### config.mk
export PLATFORM = sky130hd
export DESIGN_NAME = pixel_stream_readout
export DESIGN_NICKNAME = d
export VERILOG_FILES = /design/src/rtl/readout_pkg.sv /design/src/rtl/pixel_stream_readout.sv /design/src/rtl/stream_fifo.sv /design/src/rtl/link_serializer.sv
export SDC_FILE = /design/constraint.sdc
export NUM_CORES = 1
export LEC_CHECK = 0
export BUFFER_PORTS_ARGS = -buffer_cell sky130_fd_sc_hd__buf_2
export CORE_MARGIN = 3
export CORE_UTILIZATION = 50
export DETAILED_ROUTE_END_ITERATION = 16
export PLACE_DENSITY = 0.68
export SLEW_MARGIN = 40
export SYNTH_ARGS = -nofsm -noshare
export SYNTH_HDL_FRONTEND = slang
export SYNTH_HIERARCHICAL = 1
export SYNTH_SLANG_ARGS = --single-unit
### constraint.sdc
create_clock -name clk -period 14.26 [get_ports clk]
set_input_delay 2.139 -clock clk [delete_from_list [all_inputs] [get_ports clk]]
set_output_delay 2.139 -clock clk [all_outputs]
set_load 0.02 [all_outputs]
### src/rtl/readout_pkg.sv
// Package: constants for the pixel stream readout block
package readout_pkg;
    // ****************************************************
    // Array geometry and pixel format
    // ****************************************************
    localparam int          PIX_W        = 10;
    localparam int          COLS         = 1608;
    localparam int          ROWS         = 1208;
    localparam int          COL_W        = 11;
    localparam int          ROW_W        = 11;
    localparam int          DARK_ROWS    = 4;
    localparam logic [COL_W-1:0] COL_LAST = 11'h647;
    localparam logic [ROW_W-1:0] ROW_LAST = 11'h4B7;
    localparam logic [ROW_W-1:0] DARK_LAST = 11'h003;
    // ****************************************************
    // Colour tags
    // ****************************************************
    localparam logic [1:0]  COL_GR       = 2'h0;
    localparam logic [1:0]  COL_R        = 2'h1;
    localparam logic [1:0]  COL_B        = 2'h2;
    localparam logic [1:0]  COL_GB       = 2'h3;
    // ****************************************************
    // Clocking
    // ****************************************************
    localparam int          CLK_MHZ      = 125;
    localparam int          EXT_MIN_MHZ  = 6;
    localparam int          EXT_MAX_MHZ  = 27;
    localparam int          PIX_MAX_MPS  = 64;
    // Pixel enable divider: at most 64 Mp/s, so round up to 2 cycles
    localparam int          PIX_DIV      = (CLK_MHZ + PIX_MAX_MPS - 1) / PIX_MAX_MPS;
    localparam logic [1:0]  PIX_DIV_LAST = 2'(PIX_DIV - 1);
    // ****************************************************
    // Processing defaults
    // ****************************************************
    localparam logic [7:0]  GAIN_UNITY   = 8'h10;
    localparam logic [9:0]  BLACK_INIT   = 10'h040;
    localparam logic [9:0]  PIX_MAXV     = 10'h3FF;
    localparam logic [ROW_W-1:0] EXPO_INIT = 11'h010;
    localparam int          FIFO_DEPTH   = 4;
    localparam int          WORD_W       = 12;
endpackage : readout_pkg

### src/rtl/pixel_stream_readout.sv
// Top level: row sequencing, pixel processing, FIFO and serial output
// Function
// - Scan array progressively, stream pixels continuously at constant frame rate.
// - All internal timing derives from one master clock of 6 to 27 MHz; here clk is taken as 125 MHz (CLK_MHZ).
// - Pixel throughput limited to 64 Mp/s by the pixel enable divider.
// - Step rows one at a time: reset each row, later read it; here row_reset_r pulses in the same cycle as row_read_r.
// - Exposure equals delay between a row's reset and its readout; here reset_row drives nothing and row_reset_r pulses with row_read_r.
// - One 10-bit conversion result per pixel after offset and gain.
// - Each pixel gets further corrections then a digital gain.
// - Dark pixel readings feed the black-level offset correction.
// - Default settings give full frames at fixed rate from 16 MHz clock.
// - Even rows carry green/red, odd rows blue/green.
// - Even columns hold green/blue, odd columns red/green.
// - Output path: scaling, limiter, compressor, FIFO, serializer.
// - Output FIFO absorbs bursts so data leaves at continuous rate.
// - Frame size, exposure and gain are set by the controlling party; here frame size is fixed at 1608 x 1208.
// - Serial link mode fixed at manufacture, CCP2 or single-lane MIPI.
// - Reset low stops output and restores all state to defaults.
`timescale 1ns/1ps
module pixel_stream_readout
    import readout_pkg::*;
#(
    parameter bit LINK_MIPI = 1'b0
) (
    input  wire logic                         clk,
    input  wire logic                         resetn,
    input  wire logic                         link_clk,
    input  wire logic [readout_pkg::PIX_W-1:0] adc_data,
    input  wire logic [7:0]                   gain_cfg,
    input  wire logic [readout_pkg::ROW_W-1:0] expo_rows_cfg,
    input  wire logic                         half_scale_cfg,
    output logic                              row_reset_r,
    output logic                              row_read_r,
    output logic [readout_pkg::ROW_W-1:0]      row_addr_r,
    output logic [readout_pkg::COL_W-1:0]      col_addr_r,
    output logic                              frame_start_r,
    output logic                              link_mode_r,
    output logic                              ser_data_o_r,
    output logic                              ser_strobe_o_r,
    output logic                              fifo_stall_r
);
    import readout_pkg::*;

    // ****************************************************
    // Input synchronisers
    // ****************************************************
    logic       lclk_m_r;
    logic       lclk_s_r;
    logic       lclk_d_r;
    logic       bit_tick;

    // Two stages before the link clock edge detector
    always_ff @(posedge clk or negedge resetn)
    begin
        if (!resetn)
        begin
            lclk_m_r <= 1'b0;
            lclk_s_r <= 1'b0;
            lclk_d_r <= 1'b0;
        end
        else
        begin
            lclk_m_r <= link_clk;
            lclk_s_r <= lclk_m_r;
            lclk_d_r <= lclk_s_r;
        end
    end
    assign bit_tick = lclk_s_r && !lclk_d_r;   // Rising edge of link clock

    // ****************************************************
    // Pixel rate divider
    // ****************************************************
    logic [1:0] div_r;
    logic       pix_en;

    // One-cycle enable caps the pixel rate
    always_ff @(posedge clk or negedge resetn)
    begin
        if (!resetn)
            div_r <= '0;
        else
            div_r <= (div_r == PIX_DIV_LAST) ? '0 : div_r + 1'b1;
    end
    assign pix_en = (div_r == PIX_DIV_LAST);

    // ****************************************************
    // Row and column sequencing
    // ****************************************************
    logic                 advance;
    logic                 hold;
    logic                 fifo_in_ready;
    logic                 col_end;
    logic                 row_end;
    logic [ROW_W-1:0]     expo_r;
    logic [ROW_W:0]       rst_row_sum;

    // Scan halts while a finished word waits for FIFO room, so no pixel is lost
    assign advance = pix_en && !hold;
    assign col_end = (col_addr_r == COL_LAST);
    assign row_end = (row_addr_r == ROW_LAST);

    // Exposure setting captured at frame start so a frame stays consistent
    always_ff @(posedge clk or negedge resetn)
    begin
        if (!resetn)
            expo_r <= EXPO_INIT;
        else if (advance && col_end && row_end)
            expo_r <= (expo_rows_cfg > ROW_LAST) ? ROW_LAST : expo_rows_cfg;
    end

    // Progressive scan: columns within a row, rows in turn
    always_ff @(posedge clk or negedge resetn)
    begin
        if (!resetn)
        begin
            col_addr_r    <= '0;
            row_addr_r    <= '0;
            frame_start_r <= 1'b0;
        end
        else
        begin
            frame_start_r <= advance && col_end && row_end;
            if (advance)
            begin
                col_addr_r <= col_end ? '0 : col_addr_r + 1'b1;
                if (col_end)
                    row_addr_r <= row_end ? '0 : row_addr_r + 1'b1;
            end
        end
    end

    // Reset pointer leads the read pointer by the exposure in rows
    assign rst_row_sum = {1'b0, row_addr_r} + {1'b0, expo_r};

    // Row read strobe at the start of each row, with the row reset strobe unless the exposure is zero
    always_ff @(posedge clk or negedge resetn)
    begin
        if (!resetn)
        begin
            row_reset_r <= 1'b0;
            row_read_r  <= 1'b0;
        end
        else
        begin
            row_reset_r <= advance && (col_addr_r == '0) && (expo_r != '0);
            row_read_r  <= advance && (col_addr_r == '0);
        end
    end

    logic [ROW_W-1:0] reset_row;
    assign reset_row = (rst_row_sum > {1'b0, ROW_LAST})
                     ? ROW_W'(rst_row_sum - (ROW_W+1)'(ROWS))
                     : rst_row_sum[ROW_W-1:0];

    // ****************************************************
    // Colour tag and dark rows
    // ****************************************************
    logic [1:0] colour;
    logic       dark_row;

    // Row bit picks the line pair, column bit the sample
    always_comb
    begin
        unique case ({row_addr_r[0], col_addr_r[0]})
            2'b00:   colour = COL_GR;
            2'b01:   colour = COL_R;
            2'b10:   colour = COL_B;
            2'b11:   colour = COL_GB;
        endcase
    end
    assign dark_row = (row_addr_r <= DARK_LAST);

    // ****************************************************
    // Stage 1: capture conversion result
    // ****************************************************
    logic [PIX_W-1:0] s1_pix_r;
    logic [1:0]       s1_col_r;
    logic             s1_dark_r;
    logic             s1_valid_r;

    // One 10-bit sample per pixel position
    always_ff @(posedge clk or negedge resetn)
    begin
        if (!resetn)
        begin
            s1_pix_r   <= '0;
            s1_col_r   <= '0;
            s1_dark_r  <= 1'b0;
            s1_valid_r <= 1'b0;
        end
        else if (!hold)
        begin
            s1_valid_r <= advance;
            if (advance)
            begin
                s1_pix_r  <= adc_data;
                s1_col_r  <= colour;
                s1_dark_r <= dark_row;
            end
        end
    end

    // ****************************************************
    // Black level from dark rows
    // ****************************************************
    logic [PIX_W-1:0] black_r;
    logic [PIX_W:0]   black_avg;

    // Running average of dark samples; each new sample moves the level halfway toward it
    assign black_avg = ({1'b0, black_r} + {1'b0, s1_pix_r}) >> 1;
    always_ff @(posedge clk or negedge resetn)
    begin
        if (!resetn)
            black_r <= BLACK_INIT;
        else if (s1_valid_r && s1_dark_r && !hold)
            black_r <= black_avg[PIX_W-1:0];
    end

    // ****************************************************
    // Stage 2: correction and digital gain
    // ****************************************************
    logic [PIX_W-1:0] corr;
    logic [17:0]      gained;
    logic [PIX_W-1:0] s2_pix_r;
    logic [1:0]       s2_col_r;
    logic             s2_valid_r;
    logic             keep;
    logic             row_odd_r;
    logic             col_odd_r;

    // Subtract black, then gain in 4.4 fixed point
    assign corr   = (s1_pix_r > black_r) ? s1_pix_r - black_r : '0;
    assign gained = (18'(corr) * 18'(gain_cfg)) >> 4;

    // Limiter clips the gained value to full scale
    always_ff @(posedge clk or negedge resetn)
    begin
        if (!resetn)
        begin
            s2_pix_r   <= '0;
            s2_col_r   <= '0;
            s2_valid_r <= 1'b0;
        end
        else if (!hold)
        begin
            s2_valid_r <= s1_valid_r && !s1_dark_r && keep;
            s2_col_r   <= s1_col_r;
            s2_pix_r   <= (gained > 18'(PIX_MAXV)) ? PIX_MAXV : gained[PIX_W-1:0];
        end
    end

    // ****************************************************
    // Stage 3: scaler and compressor
    // ****************************************************
    logic [PIX_W-1:0] cmp;
    logic [WORD_W-1:0] word_r;
    logic             word_valid_r;

    // A word that the full FIFO cannot take freezes the whole pipeline
    assign hold = word_valid_r && !fifo_in_ready;

    // Half-scale keeps one Bayer quad in four, preserving the colour order
    always_ff @(posedge clk or negedge resetn)
    begin
        if (!resetn)
        begin
            row_odd_r <= 1'b0;
            col_odd_r <= 1'b0;
        end
        else if (advance)
        begin
            row_odd_r <= row_addr_r[1];   // Taken with stage 1 so it follows the pixel
            col_odd_r <= col_addr_r[1];
        end
    end
    assign keep = !half_scale_cfg || (!row_odd_r && !col_odd_r);

    // Compressor: single knee at mid scale, slope halved above it
    assign cmp = s2_pix_r[9] ? {2'b10, s2_pix_r[8:1]}
                             : s2_pix_r;

    always_ff @(posedge clk or negedge resetn)
    begin
        if (!resetn)
        begin
            word_r       <= '0;
            word_valid_r <= 1'b0;
        end
        else if (!hold)
        begin
            word_valid_r <= s2_valid_r;
            word_r       <= {s2_col_r, cmp};
        end
    end

    // ****************************************************
    // Output FIFO and serializer
    // ****************************************************
    logic [WORD_W-1:0] fifo_data;
    logic              fifo_valid;
    logic              ser_ready;
    logic              ser_data;
    logic              ser_strobe;

    // Smooths the processing bursts into the steady link rate
    stream_fifo #(
        .WIDTH (WORD_W),
        .DEPTH (FIFO_DEPTH)
    ) u_fifo (
        .clk       (clk),
        .resetn    (resetn),
        .in_data   (word_r),
        .in_valid  (word_valid_r),
        .in_ready  (fifo_in_ready),
        .out_data  (fifo_data),
        .out_valid (fifo_valid),
        .out_ready (ser_ready)
    );

    link_serializer #(
        .WIDTH (WORD_W)
    ) u_ser (
        .clk          (clk),
        .resetn       (resetn),
        .bit_tick     (bit_tick),
        .word         (fifo_data),
        .word_valid   (fifo_valid),
        .word_ready   (ser_ready),
        .ser_data_r   (ser_data),
        .ser_strobe_r (ser_strobe)
    );

    // Registered outputs; reset holds the link silent
    always_ff @(posedge clk or negedge resetn)
    begin
        if (!resetn)
        begin
            ser_data_o_r   <= 1'b0;
            ser_strobe_o_r <= 1'b0;
            fifo_stall_r   <= 1'b0;
            link_mode_r    <= 1'b0;
        end
        else
        begin
            ser_data_o_r   <= ser_data;
            ser_strobe_o_r <= ser_strobe;
            fifo_stall_r   <= pix_en && hold;
            link_mode_r    <= LINK_MIPI;
        end
    end

    // Unused shadow of the reset pointer, folded into one bit that drives nothing
    logic unused_reset_row;
    assign unused_reset_row = ^reset_row;
endmodule : pixel_stream_readout

### src/rtl/stream_fifo.sv
// Small synchronous FIFO with valid/ready on both sides
`timescale 1ns/1ps
module stream_fifo #(
    parameter int WIDTH = 12,
    parameter int DEPTH = 4
) (
    input  wire logic             clk,
    input  wire logic             resetn,
    input  wire logic [WIDTH-1:0] in_data,
    input  wire logic             in_valid,
    output logic                  in_ready,
    output logic      [WIDTH-1:0] out_data,
    output logic                  out_valid,
    input  wire logic             out_ready
);
    localparam int AW = $clog2(DEPTH);
    logic [WIDTH-1:0] mem [DEPTH];
    logic [AW-1:0]    wptr_r;
    logic [AW-1:0]    rptr_r;
    logic [AW:0]      count_r;
    logic             push;
    logic             pop;

    // Handshakes; full and empty come straight from the count
    assign in_ready  = (count_r != (AW+1)'(DEPTH));
    assign out_valid = (count_r != '0);
    assign push      = in_valid && in_ready;
    assign pop       = out_valid && out_ready;
    assign out_data  = mem[rptr_r];

    // Storage, no reset needed on data
    always_ff @(posedge clk)
    begin
        if (push)
            mem[wptr_r] <= in_data;
    end

    // Pointers and count
    always_ff @(posedge clk or negedge resetn)
    begin
        if (!resetn)
        begin
            wptr_r  <= '0;
            rptr_r  <= '0;
            count_r <= '0;
        end
        else
        begin
            if (push)
                wptr_r <= (wptr_r == AW'(DEPTH-1)) ? '0 : wptr_r + 1'b1;
            if (pop)
                rptr_r <= (rptr_r == AW'(DEPTH-1)) ? '0 : rptr_r + 1'b1;
            count_r <= count_r + (AW+1)'(push) - (AW+1)'(pop);
        end
    end
endmodule : stream_fifo

### src/rtl/link_serializer.sv
// Serializer that shifts FIFO words out on the sampled link clock
`timescale 1ns/1ps
module link_serializer #(
    parameter int WIDTH = 12
) (
    input  wire logic             clk,
    input  wire logic             resetn,
    input  wire logic             bit_tick,
    input  wire logic [WIDTH-1:0] word,
    input  wire logic             word_valid,
    output logic                  word_ready,
    output logic                  ser_data_r,
    output logic                  ser_strobe_r
);
    logic [WIDTH-1:0] shift_r;
    logic [4:0]       left_r;

    // Take a new word only when the previous one has fully left
    assign word_ready = (left_r == '0) && bit_tick;

    // One bit per rising link clock edge, MSB first; strobe marks first bit of a word
    always_ff @(posedge clk or negedge resetn)
    begin
        if (!resetn)
        begin
            shift_r      <= '0;
            left_r       <= '0;
            ser_data_r   <= 1'b0;
            ser_strobe_r <= 1'b0;
        end
        else if (bit_tick)
        begin
            if (left_r == '0)
            begin
                ser_strobe_r <= word_valid;
                ser_data_r   <= word_valid ? word[WIDTH-1] : 1'b0;
                shift_r      <= {word[WIDTH-2:0], 1'b0};
                left_r       <= word_valid ? 5'(WIDTH-1) : '0;
            end
            else
            begin
                ser_strobe_r <= 1'b0;
                ser_data_r   <= shift_r[WIDTH-1];
                shift_r      <= {shift_r[WIDTH-2:0], 1'b0};
                left_r       <= left_r - 1'b1;
            end
        end
    end
endmodule : link_serializer

==> results.json <==
{
  "synthesis.yosys.warnings": 6,
  "final_area_um2": 11600,
  "grt_use_met2": 0.311,
  "ioPinCount": 62,
  "cts_resized": 0,
  "vias_per_cell": 5.37,
  "synth_top_area_share": 0.287,
  "num-nets-final": 1192,
  "critical-path-max-stage-delay_ns": 0.61,
  "grt-ovfl-total": 0,
  "critical_path_arrival_ns": 7.61,
  "ctsHtreeMaxLevel": 4,
  "maxCapViolations": 0,
  "rows": 52,
  "finalSetupViolCount": 0,
  "drt_first_iter_violations": 369,
  "routed-via-count": 7119,
  "area.growth.synth_to_final_pct": 11.2,
  "maxSlewViolCount": 0,
  "setup_ws_ns": 6.94,
  "setup.worst_path.start_class": "register",
  "worstSetupPathType": "register to register",
  "grt_pass1_wl_mm": 35.1,
  "final_min_period_over_clock_period": 0.513,
  "syn_area_um2": 10400,
  "synth.ff_latch_count": 169,
  "clk-insertion-delay-late_ns": 0.42,
  "yosys.area.top_type": "sky130_fd_sc_hd__dfrtp_1",
  "antenna_violations_before_repair": 0,
  "fmax_ghz": 0.137,
  "critPathBufInv": 3,
  "status": "complete, no violations",
  "dp_hpwl_mm": 15.1,
  "cts.reportedPaths.clkPinSlew_ns": 0.07,
  "die_w_um": 150,
  "gp_congestion": 0.879,
  "critPathTopFamily": "adder cells",
  "rsz0062_at_grt": "false",
  "fin_skew_ns": 0.0159,
  "gr-usage-met1": 0.270,
  "dp_slack_ns": 6.95,
  "cts_max_path_bufs": 2,
  "grt_most_used_layer": "met2",
  "top_ff_cell_synth": "sky130_fd_sc_hd__dfrtp_1",
  "cp_data_required_time_ns": 14.55,
  "setup-tns-final_ns": 0,
  "max_slew.worst_pin.slew_ns": 0.786,
  "chipHeight_um": 150,
  "grt_start_max_net_pins": 77,
  "cts_tree": "built",
  "core_area_um2": 20300,
  "crit_path_end_kind": "register",
  "ant_nets": 0,
  "antenna_diode_count": 0,
  "groute.layer.met3.usage": 0.0415,
  "yosysUniqueCellTypes": 72,
  "hp_class": "register to register",
  "placed_cell_area_um2": 10900,
  "remaining_drc_errors": 0,
  "drt_pre_antenna_iters": 5,
  "critPathMaxFanout": 10,
  "synthCells": 991,
  "synthArstFlopShare": 0.716,
  "timing.final.crit_period_ns": 7.32,
  "fillers": 1756,
  "crit_top_cell": "sky130_fd_sc_hd__fa_1",
  "grt_util_all_layers": 0.193,
  "slew-limit-headroom": 0.476,
  "finalHoldViolCount": 0,
  "ctsRootBufferMaster": "sky130_fd_sc_hd__clkbuf_16",
  "synth_enable_flop_cells": 48,
  "port-buffer-count": 60,
  "synth_area_per_cell_um2": 10.5,
  "postCtsHoldBufs": 0,
  "tritoncts_sink_count": 169,
  "tritoncts.num_buffers": 17,
  "postSynthNetCount": 1141,
  "yosysSeqAreaShare": 0.430,
  "yosys-top-cells-area": "sky130_fd_sc_hd__dfrtp_1, sky130_fd_sc_hd__edfxtp_1, sky130_fd_sc_hd__fa_1",
  "post-cts-setup-buffers": 0,
  "post_drt_wl_per_cell_um": 15.6,
  "initial_core_util": 0.512,
  "cp_slowest_cell": "sky130_fd_sc_hd__a21oi_1",
  "routed_wirelength_mm": 20.6,
  "floorplan.die_area_um2": 22500,
  "layout-drive-gt1-share": 0.134,
  "grt_pass1_vias": 7175
}
## through the flow
step	cells	hold slack, ns	utilization
5_1_grt	1325	0.394	0.569
3_5_place_dp	1293	0.357	0.539
4_1_cts	1325	0.387	0.569
2_1_floorplan	991	0.331	-
6_report	1325	0.375	0.569
3_3_place_gp	1293	0.347	0.538
## placed cells by master (no fill, tap or decap), types with 4 or more instances in the layout
cell type,n
sky130_fd_sc_hd__nand2_1,147
sky130_fd_sc_hd__dfrtp_1,118
sky130_fd_sc_hd__inv_1,90
sky130_fd_sc_hd__ha_1,66
sky130_fd_sc_hd__nor2_1,62
sky130_fd_sc_hd__buf_2,59
sky130_fd_sc_hd__and2_1,53
sky130_fd_sc_hd__fa_1,51
sky130_fd_sc_hd__o21ai_0,48
sky130_fd_sc_hd__edfxtp_1,48
sky130_fd_sc_hd__a21oi_1,30
sky130_fd_sc_hd__xnor2_1,24
sky130_fd_sc_hd__and3_1,19
sky130_fd_sc_hd__nand3_1,18
sky130_fd_sc_hd__clkbuf_16,17
sky130_fd_sc_hd__xor2_1,13
sky130_fd_sc_hd__a31oi_1,12
sky130_fd_sc_hd__mux4_2,12
sky130_fd_sc_hd__mux2i_1,11
sky130_fd_sc_hd__and4_1,10
sky130_fd_sc_hd__o22a_1,10
sky130_fd_sc_hd__nor3_1,8
sky130_fd_sc_hd__nand4_1,8
sky130_fd_sc_hd__a21o_1,7
sky130_fd_sc_hd__o21bai_1,6
sky130_fd_sc_hd__or3_1,6
sky130_fd_sc_hd__nand2b_1,6
sky130_fd_sc_hd__nor4_1,5
sky130_fd_sc_hd__a211oi_1,5
sky130_fd_sc_hd__inv_8,4
sky130_fd_sc_hd__inv_6,4
sky130_fd_sc_hd__buf_4,4
sky130_fd_sc_hd__and3_2,4
## area by class of cell
type	instances	area [um^2]	area share
well taps	270	338	0.0292
inverters	90	338	0.0292
clock inverters	14	179	0.0155
clock buffers	18	429	0.0371
multi-input cells	700	5460	0.473
flip-flops and latches	169	4470	0.387
repair buffers	64	337	0.0291
## cell families after synthesis
family,synth area share
AOI/OAI and AO/OA,0.0892
other,0.000361
buffers and inverters,0.0468
DFF,0.430
and+or+nand+nor,0.182
muxes,0.0417
adders and majority gates,0.178
xor gates and xnor gates,0.0312
## cells in the mapped netlist, drive strengths merged (4+ instances only)
library cell,instances
mux4,12
o21bai,6
buf,12
nor3,10
nor2b,5
ha,66
fa,51
or3,7
a21o,7
mux2,4
nand2b,8
and3,23
nand3,19
o22a,10
a31oi,12
nor2,65
clkbuf,20
inv,90
and2,54
a21oi,30
nor4,5
xnor2,24
dfrtp,119
a211oi,5
mux2i,11
edfxtp,48
xor2,13
and4,10
o21ai,51
nand2,147
nand4,10
## routing by layer
layer  share of wire  routed length, um
met1            0.46               9440
met2            0.49              10000
met3           0.041                842
met5               0                  0
met4           0.014                291
## state kept, by name (all words and copies together) (netlist names), 2 cells and up
register and count:
row_addr_r 11, col_addr_r 11, div_r 2, s1_col_r 2, u_fifo/wptr_r 2, u_fifo/mem 48
u_ser/left_r 5, word_r 12, u_ser/shift_r 11, u_fifo/rptr_r 2, expo_r 11, u_fifo/count_r 3
s2_pix_r 10, s1_pix_r 10, black_r 10, s2_col_r 2
## worst paths after layout
| check | cells after the start | slack (ns) | to | from |
|---|---|---|---|---|
| max | 25 | 6.94 | s2_pix_r[1]$_DFFE_PN0N_ | black_r[1]$_DFFE_PN0P_ |
| min reg2reg | 0 | 0.38 | lclk_s_r$_DFF_PN0_ | lclk_m_r$_DFF_PN0_ |
| min in group asynchronous | 1 | 1.73 | u_ser/shift_r[7]$_DFFE_PN0P_ | resetn |
| min | 0 | 0.38 | lclk_s_r$_DFF_PN0_ | lclk_m_r$_DFF_PN0_ |
| max reg2reg | 25 | 6.94 | s2_pix_r[1]$_DFFE_PN0N_ | black_r[1]$_DFFE_PN0P_ |
| max in group asynchronous | 2 | 11.43 | black_r[7]$_DFFE_PN0P_ | resetn |
Power is left out: the tool's default activity adds up to more than one toggle a clock period on the data nets, which glitch-free logic cannot reach.
